## src/hw/flim_pkg.sv

```systemverilog
// constants and carrier types for the force limit selector
// assumes a single control clock pclk and APB access to the settings
`default_nettype none
package flim_pkg;
    localparam int unsigned LIM_W       = 10;
    localparam int unsigned TERM_N      = 8;
    localparam int unsigned TERM_W      = 3;
    localparam int unsigned AREF_W      = 16;
    localparam logic [9:0]  LIM_MAX_SET = 10'h320;
    localparam logic [9:0]  INT_RST     = 10'h01e;
    localparam logic [9:0]  EXT_RST     = 10'h064;
    localparam logic [9:0]  MOTOR_MAX_RST = 10'h12c;
    localparam logic [3:0]  FSEL_ANALOG = 4'h1;
    localparam logic [2:0]  FWD_TERM_RST = 3'h0;
    localparam logic [2:0]  REV_TERM_RST = 3'h1;
    // byte offsets
    localparam logic [7:0]  OFS_FWD_INT   = 8'h00;
    localparam logic [7:0]  OFS_REV_INT   = 8'h04;
    localparam logic [7:0]  OFS_FWD_EXT   = 8'h08;
    localparam logic [7:0]  OFS_REV_EXT   = 8'h0c;
    localparam logic [7:0]  OFS_FSEL      = 8'h10;
    localparam logic [7:0]  OFS_ALLOC     = 8'h14;
    localparam logic [7:0]  OFS_MOTOR_MAX = 8'h18;
    localparam logic [7:0]  OFS_STATUS    = 8'h1c;
    localparam int unsigned ALLOC_FWD_LSB = 0;
    localparam int unsigned ALLOC_REV_LSB = 4;

    typedef enum logic [1:0] {
        CTRL_SPEED    = 2'b00,
        CTRL_POSITION = 2'b01,
        CTRL_FORCE    = 2'b10
    } ctrl_mode_t;

    typedef struct packed {
        logic [LIM_W-1:0] fwd;
        logic [LIM_W-1:0] rev;
    } limit_pair_t;

    typedef struct packed {
        logic [7:0]  paddr;
        logic        psel;
        logic        penable;
        logic        pwrite;
        logic [31:0] pwdata;
    } apb_req_t;
endpackage
`default_nettype wire

```

## src/hw/force_limit_selector.sv

```systemverilog
// force limit selector: APB settings, terminal routing, limit selection
// assumes terminal inputs come from pins (synchronised here), signed analog reference
// arrives already digitised on pclk as percent of rated force
`default_nettype none
module force_limit_selector (
    input  wire logic                          pclk,        // control clock 100 MHz
    input  wire logic                          presetn,     // async reset, active low
    input  wire flim_pkg::apb_req_t            apb_req,     // apb request group
    output logic [31:0]                        prdata,      // apb read data
    output logic                               pready,      // apb ready
    output logic                               pslverr,     // apb error
    input  wire logic [flim_pkg::TERM_N-1:0]   term_in,     // input terminals, 1 = closed
    input  wire logic signed [flim_pkg::AREF_W-1:0] analog_ref, // analog limit, signed percent
    input  wire flim_pkg::ctrl_mode_t          ctrl_mode,   // active control method
    output flim_pkg::limit_pair_t              limit_out,   // effective limits
    output logic                               analog_mode  // analog limiting in use
);
    import flim_pkg::*;

    // ****************************************
    // registers
    // ****************************************
    logic [LIM_W-1:0] fwd_internal_limit_q, fwd_internal_limit_d;
    logic [LIM_W-1:0] rev_internal_limit_q, rev_internal_limit_d;
    logic [LIM_W-1:0] fwd_external_limit_q, fwd_external_limit_d;
    logic [LIM_W-1:0] rev_external_limit_q, rev_external_limit_d;
    logic [LIM_W-1:0] motor_max_q,          motor_max_d;
    logic [3:0]       function_select_q,    function_select_d;
    logic [3:0]       fsel_active_q;
    logic [7:0]       input_alloc_setting_q, input_alloc_setting_d;
    logic [31:0]      prdata_q, prdata_d;
    logic             pready_q, pready_d;
    logic             pslverr_q, pslverr_d;
    logic             arm_q;
    logic [TERM_N-1:0] term_s1_q, term_s2_q;
    logic             fwd_ext_limit_in, rev_ext_limit_in;
    limit_pair_t      limit_q, limit_d;
    logic             amode_q, amode_d;

    // settings above 800 are clipped to the documented range
    function automatic logic [LIM_W-1:0] clip_set(input logic [31:0] v);
        clip_set = (v > 32'(LIM_MAX_SET)) ? LIM_MAX_SET : v[LIM_W-1:0];
    endfunction

    function automatic logic [LIM_W-1:0] min2(input logic [LIM_W-1:0] a, input logic [LIM_W-1:0] b);
        min2 = (a < b) ? a : b;
    endfunction

    // ****************************************
    // apb slave, zero wait states
    // ****************************************
    logic wr_en, rd_en;
    // a write lands at the edge where the master samples pready high, never earlier
    assign wr_en = apb_req.psel && apb_req.penable && apb_req.pwrite && pready_q;
    assign rd_en = apb_req.psel && !apb_req.penable;

    always_comb begin
        fwd_internal_limit_d  = fwd_internal_limit_q;
        rev_internal_limit_d  = rev_internal_limit_q;
        fwd_external_limit_d  = fwd_external_limit_q;
        rev_external_limit_d  = rev_external_limit_q;
        motor_max_d           = motor_max_q;
        function_select_d     = function_select_q;
        input_alloc_setting_d = input_alloc_setting_q;
        prdata_d              = prdata_q;
        pready_d              = apb_req.psel && !apb_req.penable;
        pslverr_d             = 1'b0;
        if (wr_en) begin
            unique case (apb_req.paddr)
                OFS_FWD_INT:   fwd_internal_limit_d  = clip_set(apb_req.pwdata);
                OFS_REV_INT:   rev_internal_limit_d  = clip_set(apb_req.pwdata);
                OFS_FWD_EXT:   fwd_external_limit_d  = clip_set(apb_req.pwdata);
                OFS_REV_EXT:   rev_external_limit_d  = clip_set(apb_req.pwdata);
                OFS_FSEL:      function_select_d     = apb_req.pwdata[3:0];
                OFS_ALLOC:     input_alloc_setting_d = apb_req.pwdata[7:0];
                OFS_MOTOR_MAX: motor_max_d           = clip_set(apb_req.pwdata);
                default: ;
            endcase
        end
        if (rd_en) begin
            unique case (apb_req.paddr)
                OFS_FWD_INT:   prdata_d = {22'h0, fwd_internal_limit_q};
                OFS_REV_INT:   prdata_d = {22'h0, rev_internal_limit_q};
                OFS_FWD_EXT:   prdata_d = {22'h0, fwd_external_limit_q};
                OFS_REV_EXT:   prdata_d = {22'h0, rev_external_limit_q};
                OFS_FSEL:      prdata_d = {24'h0, fsel_active_q, function_select_q};
                OFS_ALLOC:     prdata_d = {24'h0, input_alloc_setting_q};
                OFS_MOTOR_MAX: prdata_d = {22'h0, motor_max_q};
                OFS_STATUS:    prdata_d = {9'h0, amode_q, rev_ext_limit_in, fwd_ext_limit_in,
                                           limit_q.rev, limit_q.fwd};
                default:       prdata_d = 32'h0;
            endcase
        end
        if (apb_req.psel && !apb_req.penable) begin
            pslverr_d = (apb_req.paddr > OFS_STATUS) || (apb_req.paddr[1:0] != 2'h0) ||
                        (apb_req.pwrite && apb_req.paddr == OFS_STATUS);
        end
    end

    always_ff @(posedge pclk or negedge presetn) begin
        if (!presetn) begin
            fwd_internal_limit_q  <= INT_RST;
            rev_internal_limit_q  <= INT_RST;
            fwd_external_limit_q  <= EXT_RST;
            rev_external_limit_q  <= EXT_RST;
            motor_max_q           <= MOTOR_MAX_RST;
            input_alloc_setting_q <= {1'b0, REV_TERM_RST, 1'b0, FWD_TERM_RST};
            prdata_q              <= 32'h0;
            pready_q              <= 1'b0;
            pslverr_q             <= 1'b0;
        end else begin
            fwd_internal_limit_q  <= fwd_internal_limit_d;
            rev_internal_limit_q  <= rev_internal_limit_d;
            fwd_external_limit_q  <= fwd_external_limit_d;
            rev_external_limit_q  <= rev_external_limit_d;
            motor_max_q           <= motor_max_d;
            input_alloc_setting_q <= input_alloc_setting_d;
            prdata_q              <= prdata_d;
            pready_q              <= pready_d;
            pslverr_q             <= pslverr_d;
        end
    end

    // ****************************************
    // restart capture of function select
    // ****************************************
    // the stored setting survives a reset, otherwise a restart would always wipe the new mode
    always_ff @(posedge pclk) begin
        function_select_q <= function_select_d;
    end

    // the mode is latched once after reset release; later writes wait for a restart
    always_ff @(posedge pclk or negedge presetn) begin
        if (!presetn) begin
            arm_q         <= 1'b1;
            fsel_active_q <= 4'h0;
        end else if (arm_q) begin
            arm_q         <= 1'b0;
            // only the analog code matters; a never-written setting starts inactive
            if (function_select_q == FSEL_ANALOG) begin
                fsel_active_q <= FSEL_ANALOG;
            end else begin
                fsel_active_q <= 4'h0;
            end
        end
    end

    // ****************************************
    // terminal synchronisers and routing
    // ****************************************
    always_ff @(posedge pclk or negedge presetn) begin
        if (!presetn) begin
            term_s1_q <= '0;
            term_s2_q <= '0;
        end else begin
            term_s1_q <= term_in;
            term_s2_q <= term_s1_q;
        end
    end

    assign fwd_ext_limit_in = term_s2_q[input_alloc_setting_q[ALLOC_FWD_LSB +: TERM_W]];
    assign rev_ext_limit_in = term_s2_q[input_alloc_setting_q[ALLOC_REV_LSB +: TERM_W]];

    // ****************************************
    // limit selection
    // ****************************************
    logic [AREF_W-1:0] amag;
    logic [LIM_W-1:0]  alim;
    logic [LIM_W-1:0]  fsel, rsel;
    always_comb begin
        amag    = analog_ref[AREF_W-1] ? AREF_W'(-analog_ref) : analog_ref;
        alim    = (amag > AREF_W'(LIM_MAX_SET)) ? LIM_MAX_SET : amag[LIM_W-1:0];
        amode_d = (fsel_active_q == FSEL_ANALOG) && (ctrl_mode != CTRL_FORCE);
        fsel    = fwd_internal_limit_q;
        rsel    = rev_internal_limit_q;
        if (fwd_ext_limit_in) begin
            fsel = min2(fsel, fwd_external_limit_q);
        end
        if (rev_ext_limit_in) begin
            rsel = min2(rsel, rev_external_limit_q);
        end
        if (amode_d) begin
            fsel = min2(fsel, alim);
            rsel = min2(rsel, alim);
        end
        limit_d.fwd = min2(fsel, motor_max_q);
        limit_d.rev = min2(rsel, motor_max_q);
    end

    always_ff @(posedge pclk or negedge presetn) begin
        if (!presetn) begin
            limit_q <= '0;
            amode_q <= 1'b0;
        end else begin
            limit_q <= limit_d;
            amode_q <= amode_d;
        end
    end

    assign prdata      = prdata_q;
    assign pready      = pready_q;
    assign pslverr     = pslverr_q;
    assign limit_out   = limit_q;
    assign analog_mode = amode_q;

    // ****************************************
    // assertions
    // ****************************************
    property p_fwd_cap;
        @(posedge pclk) disable iff (!presetn) limit_out.fwd <= $past(fwd_internal_limit_q);
    endproperty
    a_fwd_cap: assert property (p_fwd_cap) else $error("forward limit above internal");

    property p_rev_cap;
        @(posedge pclk) disable iff (!presetn) limit_out.rev <= $past(rev_internal_limit_q);
    endproperty
    a_rev_cap: assert property (p_rev_cap) else $error("reverse limit above internal");

    property p_range;
        @(posedge pclk) disable iff (!presetn)
            fwd_internal_limit_q <= LIM_MAX_SET && rev_external_limit_q <= LIM_MAX_SET;
    endproperty
    a_range: assert property (p_range) else $error("setting out of range");

    property p_motor_max;
        @(posedge pclk) disable iff (!presetn)
            limit_out.fwd <= $past(motor_max_q) && limit_out.rev <= $past(motor_max_q);
    endproperty
    a_motor_max: assert property (p_motor_max) else $error("limit above motor maximum");

    property p_fwd_ext;
        @(posedge pclk) disable iff (!presetn)
            fwd_ext_limit_in && !amode_d |=> limit_out.fwd ==
                min2(min2($past(fwd_internal_limit_q), $past(fwd_external_limit_q)), $past(motor_max_q));
    endproperty
    a_fwd_ext: assert property (p_fwd_ext) else $error("forward external limit wrong");

    property p_fwd_off;
        @(posedge pclk) disable iff (!presetn)
            !fwd_ext_limit_in && !amode_d |=> limit_out.fwd ==
                min2($past(fwd_internal_limit_q), $past(motor_max_q));
    endproperty
    a_fwd_off: assert property (p_fwd_off) else $error("forward internal only wrong");

    property p_rev_ext;
        @(posedge pclk) disable iff (!presetn)
            rev_ext_limit_in && !amode_d |=> limit_out.rev ==
                min2(min2($past(rev_internal_limit_q), $past(rev_external_limit_q)), $past(motor_max_q));
    endproperty
    a_rev_ext: assert property (p_rev_ext) else $error("reverse external limit wrong");

    property p_fsel_hold;
        @(posedge pclk) disable iff (!presetn) !arm_q && !$past(arm_q) |-> $stable(fsel_active_q);
    endproperty
    a_fsel_hold: assert property (p_fsel_hold) else $error("function select changed without restart");

    property p_force_mode;
        @(posedge pclk) disable iff (!presetn) ctrl_mode == CTRL_FORCE |=> !analog_mode;
    endproperty
    a_force_mode: assert property (p_force_mode) else $error("analog limit in force control");

    property p_rev_off;
        @(posedge pclk) disable iff (!presetn)
            !rev_ext_limit_in && !amode_d |=> limit_out.rev ==
                min2($past(rev_internal_limit_q), $past(motor_max_q));
    endproperty
    a_rev_off: assert property (p_rev_off) else $error("reverse internal only wrong");

    property p_analog;
        @(posedge pclk) disable iff (!presetn)
            amode_d |=> limit_out.fwd <= $past(alim) && limit_out.rev <= $past(alim);
    endproperty
    a_analog: assert property (p_analog) else $error("limit above analog limit");

    property p_analog_sym;
        @(posedge pclk) disable iff (!presetn)
            amode_d && !fwd_ext_limit_in && !rev_ext_limit_in && fwd_internal_limit_q == rev_internal_limit_q
                |=> limit_out.fwd == limit_out.rev;
    endproperty
    a_analog_sym: assert property (p_analog_sym) else $error("analog limit differs by direction");

    property p_write_now;
        @(posedge pclk) disable iff (!presetn)
            wr_en && apb_req.paddr == OFS_FWD_INT |=> fwd_internal_limit_q == clip_set($past(apb_req.pwdata));
    endproperty
    a_write_now: assert property (p_write_now) else $error("setting write not applied at once");

    property p_range_all;
        @(posedge pclk) disable iff (!presetn)
            rev_internal_limit_q <= LIM_MAX_SET && fwd_external_limit_q <= LIM_MAX_SET &&
                motor_max_q <= LIM_MAX_SET;
    endproperty
    a_range_all: assert property (p_range_all) else $error("setting out of range");

    property p_ready_pulse;
        @(posedge pclk) disable iff (!presetn) pready |=> !pready;
    endproperty
    a_ready_pulse: assert property (p_ready_pulse) else $error("ready held longer than one cycle");

    property p_err_ready;
        @(posedge pclk) disable iff (!presetn) pslverr |-> pready;
    endproperty
    a_err_ready: assert property (p_err_ready) else $error("error flag without ready");
endmodule
`default_nettype wire

```

## config.mk

```make
export PLATFORM = sky130hd
export DESIGN_NAME = force_limit_selector
export DESIGN_NICKNAME = d
export VERILOG_FILES = /design/src/hw/flim_pkg.sv /design/src/hw/force_limit_selector.sv
export SDC_FILE = /design/constraint.sdc
export NUM_CORES = 1
export LEC_CHECK = 0
export ABC_CLOCK_PERIOD_IN_PS = 6100
export BUFFER_PORTS_ARGS = -buffer_cell sky130_fd_sc_hd__buf_4
export CORE_MARGIN = 8
export CORE_UTILIZATION = 52
export CTS_BUF_LIST = sky130_fd_sc_hd__clkbuf_8 sky130_fd_sc_hd__clkbuf_16
export DETAILED_ROUTE_END_ITERATION = 10
export PLACE_DENSITY = 0.77
export SYNTH_ARGS = -nofsm -noshare
export SYNTH_HDL_FRONTEND = slang
export SYNTH_SLANG_ARGS = --single-unit
```

## constraint.sdc

```tcl
create_clock -name pclk -period 6.1 [get_ports pclk]
set_clock_uncertainty 0.15 [all_clocks]
set_input_delay 0.61 -clock pclk [delete_from_list [all_inputs] [get_ports pclk]]
set_output_delay 0.61 -clock pclk [all_outputs]
set_load 0.05 [all_outputs]
```

==> impl_metrics.toml, run 1 <==
[setup_path]
cp-end-kind = "flop"
rrSetupSlack_ps = -250
worstPathMaxFanout = 7
required_ps = 6260
r2r-start = "rev_external_limit_q[6]"
crit_path_max_incr_delay_ps = 520
crit_arrival_ps = 6530
reg2reg_to = "limit_out[0]"
reg2reg_depth = 31
crit_type = "primary input to flop"
crit_slowest_cell = "or4_4"
start_kind = "primary input"

[routing]
routedWlPerCell_um = 20.5
drtIter0Drc = 692
routed_wl_um = 24400
num_vias = 7145
first_pass_iters = 5
ant_nets = 0
via_per_inst = 6.00
drcViolationCount = 0

[sta]
setup-tns-final_ps = -2590
setup_slack_ps = -269
fmax_mhz = 157
max_slew.worst_pin.slew_ps = 927
slew_headroom = 0.382
finalCritPeriodShare = 1.04
post-route-min-period_ps = 6370
hold_viol = 0
slew_violations = 0
rsz0062_at_grt = "true"
finalSetupViolCount = 10

[final_layout]
final_common_cell = "buf_4"
drive_gt1_frac = 0.337
final_area_um2 = 10200
syn2layout_area_growth_pct = 34.2
final_cell_mix = "buf_4 (200), nand2_1 (125), dfrtp_1 (102)"
fin_nets = 1119
num_antenna_cells = 0

[global_routing]
grt_start_max_net_pins = 76
grt_usage = 0.260
antenna_found_initial = 0
grt_pass1_wl_um = 37400
first_global_vias = 6944
overflow = 0

[placed_design]
portBuffers = 116
place_hpwl_um = 18100
post_dp_cell_area_um2 = 9450
gp_congestion = 0.970

[logic_synthesis]
syn-cell-area_um2 = 7610
synth_top_area_cell = "dfrtp_1"
synth_compound_area_frac = 0.181
yosysWarningCount = 0
synth.area.mux_share = 0.0998
synth_area_leaders = "dfrtp_1 (34%), ha_1 (9.0%), dfstp_2 (6.9%)"
synthCells = 796
synth.distinct_cells = 66
ys_ff_latch = 126
synth_top_family_by_area = "compound AO/OA/AOI/OAI gates"
yosys.area_share.simple = 0.146
synth-main-ff-cell = "dfrtp_1"
ys_seq_area_frac = 0.420
syn_area_per_cell_um2 = 9.56
yosysTopAreaCellShare = 0.335
synth_edf_count = 4
synth_xor_area_frac = 0.0102
async_reset_ff_frac = 0.968
synth_fa_ha_area_frac = 0.0918

[floorplanning]
start_util = 0.527
ios = 126
rows = 44
dieArea_um2 = 18800
fp.dieH_um = 137
coreArea_um2 = 14400
die_x_um = 137

[job]
cap_violations = 0

[hold_path]
hold_path_class = "primary input to async pin"

[clocking]
cts_tree = "yes"
clockRootBuffer = "clkbuf_16"
clock-sinks = 126
clk_pin_slew_ps = 60
hold_buffers = 0
insertion_delay_ps = 430
cts-buffers-inserted = 17
clockBufferDepth = 2
h-tree-depth = 4

[pwr]
powerDensity_nw_per_um2 = 207
irDropWorstVdd_v = 0.000203
leakagePower_nw = 4.83

[run_status]
status = "finished, violations left"
violations = "setup timing"
-- state kept, by name, summed over array words and instances (netlist names), 4 cells and up --
name	flops
prdata	23
limit_out	20
fwd_external_limit_q	10
fwd_internal_limit_q	10
motor_max_q	10
rev_external_limit_q	10
rev_internal_limit_q	10
input_alloc_setting_q	8
term_s1_q	8
term_s2_q	8
function_select_q	4
-- per-stage QoR --
stage	hold slack, ps	utilization	setup WS (ps)	cells	total power, W
6_report	53.3	0.708	-269	1190	0.00211
5_1_grt	82.1	0.708	-506	1190	0.00217
4_1_cts	56.6	0.699	20.6	1187	0.00211
3_5_place_dp	185	0.655	-503	1155	0.00105
3_3_place_gp	183	0.655	-374	1155	0.00105
2_1_floorplan	164	-	-215	805	0.000950
-- layout make-up --
cell class / count / area [um^2]
timing repair buffer: 208 / 1630
multi-input combinational: 588 / 4320
clock inverter: 14 / 184
clock buffer: 18 / 439
inverter: 52 / 213
sequential: 126 / 3200
fill: 1095 / 4210
tap: 184 / 230
-- worst max path at each step --
stage                                  startpoint       endpoint  slack, ps  cells past startpoint
final                               analog_ref[1]   limit_out[0]       -270                     29
after global routing      rev_external_limit_q[7]   limit_out[6]       -510                     31
after CTS                           analog_ref[1]   limit_out[0]         20                     30
after detailed placement            analog_ref[1]   limit_out[2]       -500                     30
after global placement              analog_ref[1]   limit_out[3]       -370                     30
after floorplan                     analog_ref[1]  limit_out[10]       -210                     27
-- report_power, final --
| group | switching, W | internal [W] | total [W] |
|---|---|---|---|
| Sequential | 0.00000449 | 0.000849 | 0.000853 |
| Combinational | 0.000105 | 0.0000842 | 0.000189 |
| Clock | 0.000405 | 0.000662 | 0.00107 |
| Total | 0.000514 | 0.00160 | 0.00211 |
-- Yosys cell counts, drive strengths merged, types with 10 or more instances --
cell,count
nand2,125
dfrtp,102
o21ai,85
ha,55
inv,52
mux2,39
nor2,33
clkbuf,27
a21oi,23
mux2i,23
a21o,20
a22oi,20
dfstp,20
buf,12
nor3,12
a31oi,11
a221oi,10
nand4,10
nor2b,10
nor4,10
-- logic make-up (layout without fill, tap and decap cells) --
logic type | after synthesis | count (layout)
adders and majority gates | 56 | 56
xor gates and xnor gates | 8 | 8
DFF | 126 | 126
muxes | 66 | 66
and+or+nand+nor | 236 | 236
buffers and inverters | 91 | 292
AOI/OAI and AO/OA | 212 | 212
other | 1 | 10
-- per-layer routing --
metal / part of all wire / track usage / wire length, um
met1: 0.40 / 0.335 / 9750
met2: 0.45 / 0.398 / 11000
met3: 0.10 / 0.0657 / 2470
met4: 0.046 / 0.131 / 1120
met5: 0 / 0 / 0
-- timing repair --
item,4_1_cts,5_1_grt
pin swaps,4,23
gates resized for setup,2,26
endpoints found under the setup margin,11,20
cloned,0,0
setup buffers,0,3
-- worst max-delay path, delay by kind of cell --
kind / cells / cell delay, ps
AND/OR/NAND/NOR: 8 / 1770
adder cells (fa/ha/maj): 3 / 630
AO/OA/AOI/OAI: 11 / 2170
multiplexers: 3 / 850
buffers and inverters: 4 / 480
No activity file was read; power rests on OpenSTA's default activity.
==> run 2, diff against run 1 <==
- CORE_UTILIZATION: 52 -> 25
- CTS_CLUSTER_DIAMETER: not set -> 200
- PLACE_DENSITY: 0.77 -> 0.43
- SLEW_MARGIN: not set -> 10
==> run 2 against run 1 <==
Compared with the run above: the flow still finishes with violations (setup timing); sequential power hardly changed; first-iteration DRC count is 50% lower; setup slack better by 180 ps; worst hold slack better by 93 ps; critical path type unchanged; non-clock buffer count is 24 higher; largest cell class unchanged; cell count is 20% higher.
==> impl_metrics.toml, run 2 (synthesized netlist as in run 1, its figures left out) <==
[run_status]
status = "finished, violations left"
violations = "setup timing"

[global_routing]
overflow = 0
grt_usage = 0.146
first_global_vias = 6891
grt_start_max_net_pins = 70
grt_pass1_wl_um = 40900
antenna_found_initial = 0

[sta]
fmax_mhz = 162
finalSetupViolCount = 10
rsz0062_at_grt = "true"
max_slew.worst_pin.slew_ps = 971
setup_slack_ps = -85.2
finalCritPeriodShare = 1.01
hold_viol = 0
post-route-min-period_ps = 6190
slew_violations = 0
slew_headroom = 0.348

[final_layout]
fin_nets = 1143
final_common_cell = "buf_4"
largest_register_ffs = 23
num_antenna_cells = 0
drive_gt1_frac = 0.360
syn2layout_area_growth_pct = 41.2
final_cell_mix = "buf_4 (224), nand2_1 (124), dfrtp_1 (102)"

[floorplanning]
die_x_um = 190
coreArea_um2 = 30300
start_util = 0.251
dieArea_um2 = 36300
rows = 64
fp.dieH_um = 190
ios = 126

[pwr]
powerDensity_nw_per_um2 = 198
power.total_w = 0.00212
irDropWorstVdd_v = 0.000188
leakagePower_nw = 4.97

[setup_path]
critical_path.top_delay_family = "compound AO/OA/AOI/OAI gates"
start_kind = "primary input"
crit_arrival_ps = 6330
required_ps = 6240
crit_path_max_incr_delay_ps = 480
worst_path_most_repeated_cell = "ha_4"
rrSetupSlack_ps = -40
cp-end-kind = "flop"
worstPathMaxFanout = 5
crit_slowest_cell = "or4b_4"
crit_type = "primary input to flop"
cp_num_buf_inv = 5

[job]
cap_violations = 0

[routing]
num_vias = 6698
via_per_inst = 4.70
ant_nets = 0
routedWlPerCell_um = 18.7
drcViolationCount = 0
drtIter0Drc = 345
first_pass_iters = 5
routed_wl_um = 26600

[hold_path]
hold_path_class = "primary input to flop"

[placed_design]
place_hpwl_um = 21300
portBuffers = 116
post-place-ws_ps = -526
gp_congestion = 0.819

[clocking]
clk_pin_slew_ps = 70
hold_buffers = 0
h-tree-depth = 4
clockRootBuffer = "clkbuf_16"
cts_tree = "yes"
clockBufferDepth = 2
clock-sinks = 126
cts-buffers-inserted = 17
insertion_delay_ps = 410
==> run 2: layer usage <==
metal / share of wire / global-route usage
met1: 0.49 / 0.204
met2: 0.46 / 0.229
met3: 0.037 / 0.0227
met4: 0.016 / 0.0388
met5: 0 / 0
==> run 2: report_power, final <==
group          internal, W  switching, W
combinational    0.0000858      0.000107
sequential        0.000849    0.00000424
clock             0.000675      0.000401
total              0.00161      0.000512
==> run 2: worst reg2reg max path: cells and delay by family, from the launching register on <==
family | cells | cell delay [ps]
compound gates | 11 | 2050
fa+ha+maj | 2 | 550
flops | 1 | 580
mux | 4 | 1320
buf+inv | 5 | 730
simple gates | 7 | 640
==> run 2: final cells by class <==
type,instances,area (um^2)
clock buffers,18,450
clock inverters,14,183
fillers,3129,19500
inverters,52,213
multi-input cells,588,4390
flip-flops and latches,126,3200
well taps,396,495
repair buffers,232,1810
==> run 2: through the flow <==
step / setup TNS [ps] / hold WS, ps / cell area [um^2] / instances / utilization
after CTS: 0 / 128 / 10500 / 1418 / 0.347
after global placement: -7060 / 185 / 9860 / 1386 / 0.326
after detailed placement: -9440 / 192 / 9860 / 1386 / 0.326
after floorplan: -4070 / 164 / 7840 / 805 / -
final: -627 / 147 / 10700 / 1426 / 0.355
after global routing: -5490 / 125 / 10700 / 1426 / 0.355
==> run 2: final timing paths <==
path / endpoint / depth (start not counted) / from
max in group asynchronous: prdata[12] / 2 / presetn
worst max register to register: limit_out[1] / 29 / input_alloc_setting_q[4]
min in group asynchronous: term_s1_q[2] / 1 / presetn
worst min-delay path: term_s1_q[1] / 1 / term_in[1]
worst max-delay path: limit_out[1] / 30 / analog_ref[1]
worst min register to register: term_s2_q[5] / 0 / term_s1_q[5]
==> run 2: what timing repair did <==
| item | in CTS | in global routing |
|---|---|---|
| endpoints found under the setup margin | 16 | 20 |
| pin swaps | 3 | 28 |
| resized for setup | 3 | 31 |
| setup buffers | 0 | 10 |
| gates cloned | 0 | 1 |
